===== src/hdl/rtc_flags_pkg.sv =====
// Purpose: Constants for the flags and control register of the clock.
// Assumes: One 100 MHz clock; byte-wide register port.
// Notes:   Times are given in their own unit and converted to cycles here.
package rtc_flags_pkg;
    localparam logic [16:0] FLAGS_ADDR       = 17'h1FFF0;
    localparam int          WDOG_BIT         = 7;
    localparam int          ALARM_BIT        = 6;
    localparam int          PFAIL_BIT        = 5;
    localparam int          OSC_BIT          = 4;
    localparam int          UNUSED_BIT       = 3;
    localparam int          CAL_BIT          = 2;
    localparam int          HOLD_BIT         = 1;
    localparam int          SNAP_BIT         = 0;
    localparam int          CLK_HZ           = 100_000_000;
    localparam int          CLK_PERIOD_NS    = 10;
    localparam int          OSC_WAIT_MS      = 5;
    localparam int          OSC_WAIT_CYCLES  = (OSC_WAIT_MS * 1_000_000) / CLK_PERIOD_NS;
    localparam int          CAL_HZ           = 512;
    localparam int          CAL_HALF_CYCLES  = CLK_HZ / (2 * CAL_HZ);
    localparam int          CNT_W            = 20;
endpackage


===== src/hdl/cal_wave_if.sv =====
// Purpose: Carries the calibration square wave request and output.
// Assumes: Single clock domain.
// Notes:   Used between the register top and the wave divider.
`timescale 1ns/1ps
interface cal_wave_if;
    logic enable;
    logic wave;
    modport ctrl (output enable, input wave);
    modport gen  (input enable, output wave);
endinterface


===== src/hdl/cal_wave_gen.sv =====
// Purpose: Divides the clock to a 512 Hz square wave while enabled.
// Assumes: Clock at the package rate.
// Notes:   Wave is low and the phase restarts while disabled.
`timescale 1ns/1ps
module cal_wave_gen
    import rtc_flags_pkg::*;
#(
    parameter int HALF_CYCLES = CAL_HALF_CYCLES
) (
    input wire logic    clk,   // System clock.
    input wire logic    reset, // Asynchronous reset.
    cal_wave_if.gen     cw     // Enable in, wave out.
);
    logic [CNT_W-1:0] cnt_reg;
    logic             wave_reg;
    wire              wrap = (cnt_reg == CNT_W'(HALF_CYCLES - 1));

    always_ff @(posedge clk or posedge reset) begin
        if (reset) begin
            cnt_reg  <= '0;
            wave_reg <= 1'b0;
        end else if (!cw.enable) begin
            cnt_reg  <= '0;
            wave_reg <= 1'b0;
        end else begin
            cnt_reg  <= wrap ? '0 : cnt_reg + 1'b1;
            wave_reg <= wrap ? ~wave_reg : wave_reg;
        end
    end

    assign cw.wave = wave_reg;
endmodule


===== src/hdl/rtc_flags_control.sv =====
// Purpose: Flags and control byte of the real time clock.
// Assumes: Host port is synchronous; rd_en/wr_en are one-cycle strobes.
// Notes:   Event inputs are one-cycle pulses from the timer units.
//
// Contract
// - Watchdog expiry sets bit 7; a host read of the byte clears it.
// - Alarm match sets bit 6; a host read of the byte clears it.
// - Power failure sets bit 5; a host read of the byte clears it.
// - Oscillator stop sets bit 4 if not running within 5 ms of power up.
// - Oscillator stop is kept by the device; only a host write of 0 clears it.
// - Calibration bit 2 set drives 512 Hz wave on the interrupt pin.
// - Calibration bit is 0 after every power up.
// - Hold bit 1 set freezes timekeeping register updates from counters.
// - Hold bit falling loads the timekeeping registers into the counters.
// - Clock, alarm, calibration, interrupt and flag writes only while hold is 1.
`timescale 1ns/1ps
module rtc_flags_control
    import rtc_flags_pkg::*;
#(
    parameter int OSC_WAIT = OSC_WAIT_CYCLES,
    parameter int CAL_HALF = CAL_HALF_CYCLES
) (
    input  wire logic        clk,             // 100 MHz clock.
    input  wire logic        reset,           // Power-up reset, async, high.
    input  wire logic [16:0] addr,            // Byte address.
    input  wire logic        rd_en,           // Read strobe, one cycle.
    input  wire logic        wr_en,           // Write strobe, one cycle.
    input  wire logic [7:0]  wr_data,         // Write data.
    input  wire logic        wdog_expired,    // Watchdog reached zero pulse.
    input  wire logic        alarm_match,     // Alarm match pulse.
    input  wire logic        power_fail,      // Supply below threshold pulse.
    input  wire logic        osc_running,     // Oscillator running level.
    input  wire logic        osc_flag_kept,   // Stored flag from backup domain.
    input  wire logic        int_request,     // Normal interrupt level.
    output logic [7:0]       rd_data,         // Read data, valid cycle after strobe.
    output logic             rtc_write_ok,    // Other RTC registers writable.
    output logic             freeze_update,   // Stop counter-to-register updates.
    output logic             load_counters,   // One-cycle load pulse.
    output logic             snapshot,        // One-cycle capture pulse.
    output logic             osc_flag_store,  // Flag value to backup domain.
    output logic             int_out,         // Interrupt pin output level.
    output logic             int_oe_n         // Low while pin is driven.
);
    // ------------------------------------------------------------
    // Decode
    // ------------------------------------------------------------
    wire        hit      = (addr == FLAGS_ADDR);
    wire        rd_hit   = rd_en && hit;
    wire        wr_hit   = wr_en && hit;
    logic [7:0] ctrl_reg;
    wire        wr_ok    = wr_hit && ctrl_reg[HOLD_BIT];
    wire        hold_wr  = wr_hit;   // Hold bit must stay writable to open the gate.

    logic wdog_reg, alarm_reg, pfail_reg, osc_reg;
    logic cal_reg, hold_reg, snap_reg;
    logic [CNT_W-1:0] osc_cnt_reg;
    logic osc_check_reg;
    logic [7:0] rd_data_reg;
    logic load_reg, snapshot_reg, int_out_reg, int_oe_n_reg;

    wire [7:0] flags_view = {wdog_reg, alarm_reg, pfail_reg, osc_reg,
                             1'b0, cal_reg, hold_reg, snap_reg};
    assign ctrl_reg = flags_view;

    // ------------------------------------------------------------
    // Next values
    // ------------------------------------------------------------
    // Set wins over a clear in the same cycle so no event is lost.
    wire wdog_next  = wdog_expired | (wdog_reg  & ~rd_hit);
    wire alarm_next = alarm_match  | (alarm_reg & ~rd_hit);
    wire pfail_next = power_fail   | (pfail_reg & ~rd_hit);
    wire osc_timeout = osc_check_reg && (osc_cnt_reg == CNT_W'(OSC_WAIT - 1)) && !osc_running;
    wire osc_next   = osc_timeout | ((wr_ok && !wr_data[OSC_BIT]) ? 1'b0 : osc_reg);
    wire cal_next   = wr_ok ? wr_data[CAL_BIT] : cal_reg;
    wire hold_next  = hold_wr ? wr_data[HOLD_BIT] : hold_reg;
    wire snap_next  = wr_ok ? wr_data[SNAP_BIT] : snap_reg;

    cal_wave_if cw();
    assign cw.enable = cal_reg;

    cal_wave_gen #(
        .HALF_CYCLES (CAL_HALF)
    ) u_wave (
        .clk   (clk),
        .reset (reset),
        .cw    (cw)
    );

    // ------------------------------------------------------------
    // Registers
    // ------------------------------------------------------------
    always_ff @(posedge clk or posedge reset) begin
        if (reset) begin
            wdog_reg  <= 1'b0;
            alarm_reg <= 1'b0;
            pfail_reg <= 1'b0;
            cal_reg   <= 1'b0;
            hold_reg  <= 1'b0;
            snap_reg  <= 1'b0;
        end else begin
            wdog_reg  <= wdog_next;
            alarm_reg <= alarm_next;
            pfail_reg <= pfail_next;
            cal_reg   <= cal_next;
            hold_reg  <= hold_next;
            snap_reg  <= snap_next;
        end
    end

    // The stored flag is restored one cycle after release, never from reset.
    logic restore_reg;
    always_ff @(posedge clk or posedge reset) begin
        if (reset) begin
            restore_reg   <= 1'b1;
            osc_reg       <= 1'b0;
            osc_cnt_reg   <= '0;
            osc_check_reg <= 1'b1;
        end else begin
            restore_reg   <= 1'b0;
            osc_reg       <= restore_reg ? (osc_flag_kept | osc_timeout) : osc_next;
            osc_cnt_reg   <= osc_check_reg ? osc_cnt_reg + 1'b1 : osc_cnt_reg;
            if (osc_running || osc_timeout) begin
                osc_check_reg <= 1'b0;
            end
        end
    end

    always_ff @(posedge clk or posedge reset) begin
        if (reset) begin
            rd_data_reg  <= 8'h00;
            load_reg     <= 1'b0;
            snapshot_reg <= 1'b0;
            int_out_reg  <= 1'b0;
            int_oe_n_reg <= 1'b1;
        end else begin
            rd_data_reg  <= rd_hit ? flags_view : 8'h00;
            load_reg     <= hold_reg & ~hold_next;
            snapshot_reg <= ~snap_reg & snap_next;
            int_out_reg  <= cal_reg ? cw.wave : int_request;
            int_oe_n_reg <= cal_reg ? 1'b0 : ~int_request;
        end
    end

    assign rd_data        = rd_data_reg;
    assign rtc_write_ok   = hold_reg;
    assign freeze_update  = hold_reg;
    assign load_counters  = load_reg;
    assign snapshot       = snapshot_reg;
    assign osc_flag_store = osc_reg;
    assign int_out        = int_out_reg;
    assign int_oe_n       = int_oe_n_reg;
endmodule


===== config.mk =====
export PLATFORM = sky130hd
export DESIGN_NAME = rtc_flags_control
export DESIGN_NICKNAME = d
export VERILOG_FILES = /design/src/hdl/rtc_flags_pkg.sv /design/src/hdl/cal_wave_if.sv /design/src/hdl/cal_wave_gen.sv /design/src/hdl/rtc_flags_control.sv
export SDC_FILE = /design/constraint.sdc
export NUM_CORES = 1
export LEC_CHECK = 0
export ABC_AREA = 1
export BUFFER_PORTS_ARGS = -buffer_cell sky130_fd_sc_hd__buf_2
export CAP_MARGIN = 30
export CORE_MARGIN = 8
export CORE_UTILIZATION = 51
export DETAILED_ROUTE_END_ITERATION = 10
export GPL_ROUTABILITY_DRIVEN = 1
export GPL_TIMING_DRIVEN = 0
export PLACE_DENSITY = 0.76
export SETUP_SLACK_MARGIN = 0.2
export SYNTH_ARGS = -nofsm -noshare
export SYNTH_HDL_FRONTEND = slang
export SYNTH_SLANG_ARGS = --single-unit

===== constraint.sdc =====
create_clock -name clk -period 2.1 [get_ports clk]
set_clock_uncertainty 0.2 [all_clocks]
set_input_delay 0.315 -clock clk [delete_from_list [all_inputs] [get_ports clk]]
set_output_delay 0.315 -clock clk [all_outputs]
set_load 0.01 [all_outputs]

==> impl_metrics.json <==
{
  "outcome": "complete, no violations",
  "final_util": 0.644,
  "internal_power_w": 0.00211,
  "synth_seq_cells": 61,
  "irDropWorstVdd_v": 0.000629,
  "fin_crit_ns": 1.75,
  "multi_input_area_sq_mm": 0.00137,
  "slew_headroom": 0.633,
  "ys_types": 35,
  "grt_max_degree": 38,
  "yosysMostFrequentCell": "nand2_1",
  "ys_top_cells_by_count": "nand2_1 (82), nor2_1 (65), dfrtp_1 (58), inv_1 (42), nand3_1 (28)",
  "layout.nets": 473,
  "setup_viol": 0,
  "register_area_sq_mm": 0.00153,
  "synthToLayoutAreaGrowth_pct": 22.3,
  "ys.warnings.count": 0,
  "cp_data_arrival_time_ns": 1.78,
  "antenna_found_initial": 0,
  "grt_pass1_vias": 2594,
  "synth_ff_type": "dfrtp_1",
  "pwr_density_cell_mw_per_mm2": 692,
  "cts.sinks": 61,
  "core.rowCount": 28,
  "synth-edff-count": 0,
  "synth_top_area_frac": 0.468,
  "fp.dieW_microns": 93.9,
  "p_seq_frac": 0.451,
  "hold_viol_final": 0,
  "finalWirelength_microns": 6440,
  "syn_area_per_cell_sq_um": 8.37,
  "routedWlPerCell_microns": 12.5,
  "drive_above_1_share": 0.229,
  "grtUsageMet3": 0.0384,
  "ys_top_cells_by_area": "dfrtp_1 (47%), nand2_1 (9.9%), nor2_1 (7.9%)",
  "dp_hpwl_microns": 4680,
  "p_leak_nw": 1.90,
  "first_pass_iters": 4,
  "cp-start-kind": "flip-flop",
  "crit_type": "reg -> reg",
  "grt_use_total": 0.165,
  "path_clk_slew_ns": 0.07,
  "via_count": 2516,
  "dp_cells": 491,
  "tightest_slew_ns": 0.549,
  "slew_viol_final": 0,
  "busiest_layer": "met2",
  "diodes": 0,
  "fmax_ghz": 0.571,
  "h-tree-depth": 3,
  "gr-total-overflow": 0,
  "die_h_microns": 93.9,
  "cp-end-kind": "flip-flop",
  "post-route-drc-count": 0,
  "n_fill_cell": 501,
  "ios": 50,
  "setup_tns_ns": 0,
  "swShare": 0.195,
  "syn-cell-area_sq_mm": 0.00310,
  "combPwrFrac": 0.034,
  "post_cts_buffers": 0,
  "clock_path_buffers": 2,
  "use_met2": 0.274,
  "path_max_fanout": 6,
  "start_util": 0.526,
  "instances_no_fill": 516,
  "p_sw_w": 0.000511,
  "via_per_inst": 4.88,
  "clkLatencyLatePin_ns": 0.34,
  "dieArea_sq_mm": 0.00882,
  "dr.first_iter.drc_count": 96,
  "p_clk_frac": 0.515,
  "coreArea_sq_mm": 0.00589,
  "cts_tree": "built",
  "synth_area_leader_cell": "dfrtp_1",
  "required_ns": 2.13,
  "fin_crit_sh": 0.834,
  "use_met1": 0.197,
  "ys_seq_area_frac": 0.494,
  "drv_cap": 0,
  "rsz0062_at_grt": "no",
  "antenna_left": 0,
  "place_congestion": 0.886,
  "grt_pass1_wl_microns": 11600,
  "io_buffer_count": 44,
  "syn_inst": 370,
  "ys_async_sr_fraction": 1.00,
  "cts-buffers-inserted": 9,
  "worstHoldPathType": "in -> reg",
  "cts-root-buf": "clkbuf_8"
}
## worst max-delay path: stages, from the launching register on
cell	delay (ns)
dfrtp_2	0.41
ha_1	0.20
nand2_1	0.12
nor2_4	0.18
nand2_2	0.11
nor3_2	0.20
nand3_1	0.10
nand2_1	0.08
nor2_1	0.04
## metal layers
| metal | wire length (microns) | share of wire | vias up |
|---|---|---|---|
| met2 | 3200 | 0.50 | 41 |
| li1 | - | - | 1274 |
| met1 | 2900 | 0.45 | 1189 |
| met4 | 133 | 0.021 | 0 |
| met3 | 208 | 0.032 | 12 |
| met5 | 0 | 0 | - |
## power by group through the flow
stage / logic (W) / clock network [W] / registers (W)
6_report: 0.0000897 / 0.00135 / 0.00118
4_1_cts: 0.0000922 / 0.00137 / 0.00118
3_3_place_gp: 0.0000728 / 0 / 0.00120
3_5_place_dp: 0.0000793 / 0 / 0.00120
5_1_grt: 0.000103 / 0.00143 / 0.00118
2_1_floorplan: 0.0000317 / 0 / 0.00121
## kinds of logic after synthesis
family          share of synthesized area
other cells                       0.00121
compound gates                     0.0202
simple gates                        0.354
flops                               0.494
mux                               0.00363
fa+ha+maj                         0.00808
buf+inv                            0.0654
xor+xnor                           0.0533
## path summary, 6_finish.rpt
kind	start	endpoint	slack [ns]	depth (start not counted)
max	u_wave.cnt_reg[0]	u_wave.cnt_reg[18]	0.35	8
min	wr_en	freeze_update	0.06	3
max reg2reg	u_wave.cnt_reg[0]	u_wave.cnt_reg[18]	0.35	8
min reg2reg	snap_reg	snapshot	0.27	1
max in group asynchronous	reset	osc_check_reg	0.72	4
min in group asynchronous	reset	osc_cnt_reg[6]	0.38	3
## metrics by stage
step                setup WS [ns]  area (sq um)  hold slack, ns  total power (W)
floorplan                   0.487          3110           0.153          0.00124
detailed placement          0.317          3440           0.202          0.00128
finish                      0.349          3790          0.0567          0.00262
global placement            0.354          3420           0.249          0.00128
CTS                         0.313          3790          0.0440          0.00265
global route                0.209          3790          0.0717          0.00271
## cells in the final DEF, fill, tap and decap left out, types with 2 or more instances in the layout
master	count
buf_2	44
buf_4	3
bufinv_16	3
clkbuf_1	2
clkbuf_8	12
conb_1	2
dfrtp_1	57
dfstp_2	3
dlygate4sd3_1	9
ha_1	2
inv_1	41
inv_2	4
nand2_1	82
nand2_2	5
nand2_4	2
nand3_1	28
nand3_2	2
nand3b_1	4
nand4_1	5
nor2_1	65
nor2_2	7
nor2_4	5
nor3_1	12
nor3_2	2
nor3b_1	3
o21ai_0	2
o21ai_1	2
o21bai_1	4
xnor2_1	6
xor2_1	11
## timing repair
action	in CTS	in global routing
endpoints found under the setup margin	0	2
hold endpoints to repair	31	0
hold buffers	9	0
gates resized for setup	0	1
## layout make-up
cell class / instances / share of cell area
clock buffer: 13 / 0.0446
multi-input combinational: 259 / 0.361
tap: 75 / 0.0248
timing repair buffer: 54 / 0.0872
clock inverter: 3 / 0.0238
sequential: 61 / 0.404
inverter: 47 / 0.0475
buffer: 4 / 0.00693
No activity file was read; power rests on OpenSTA's default activity.
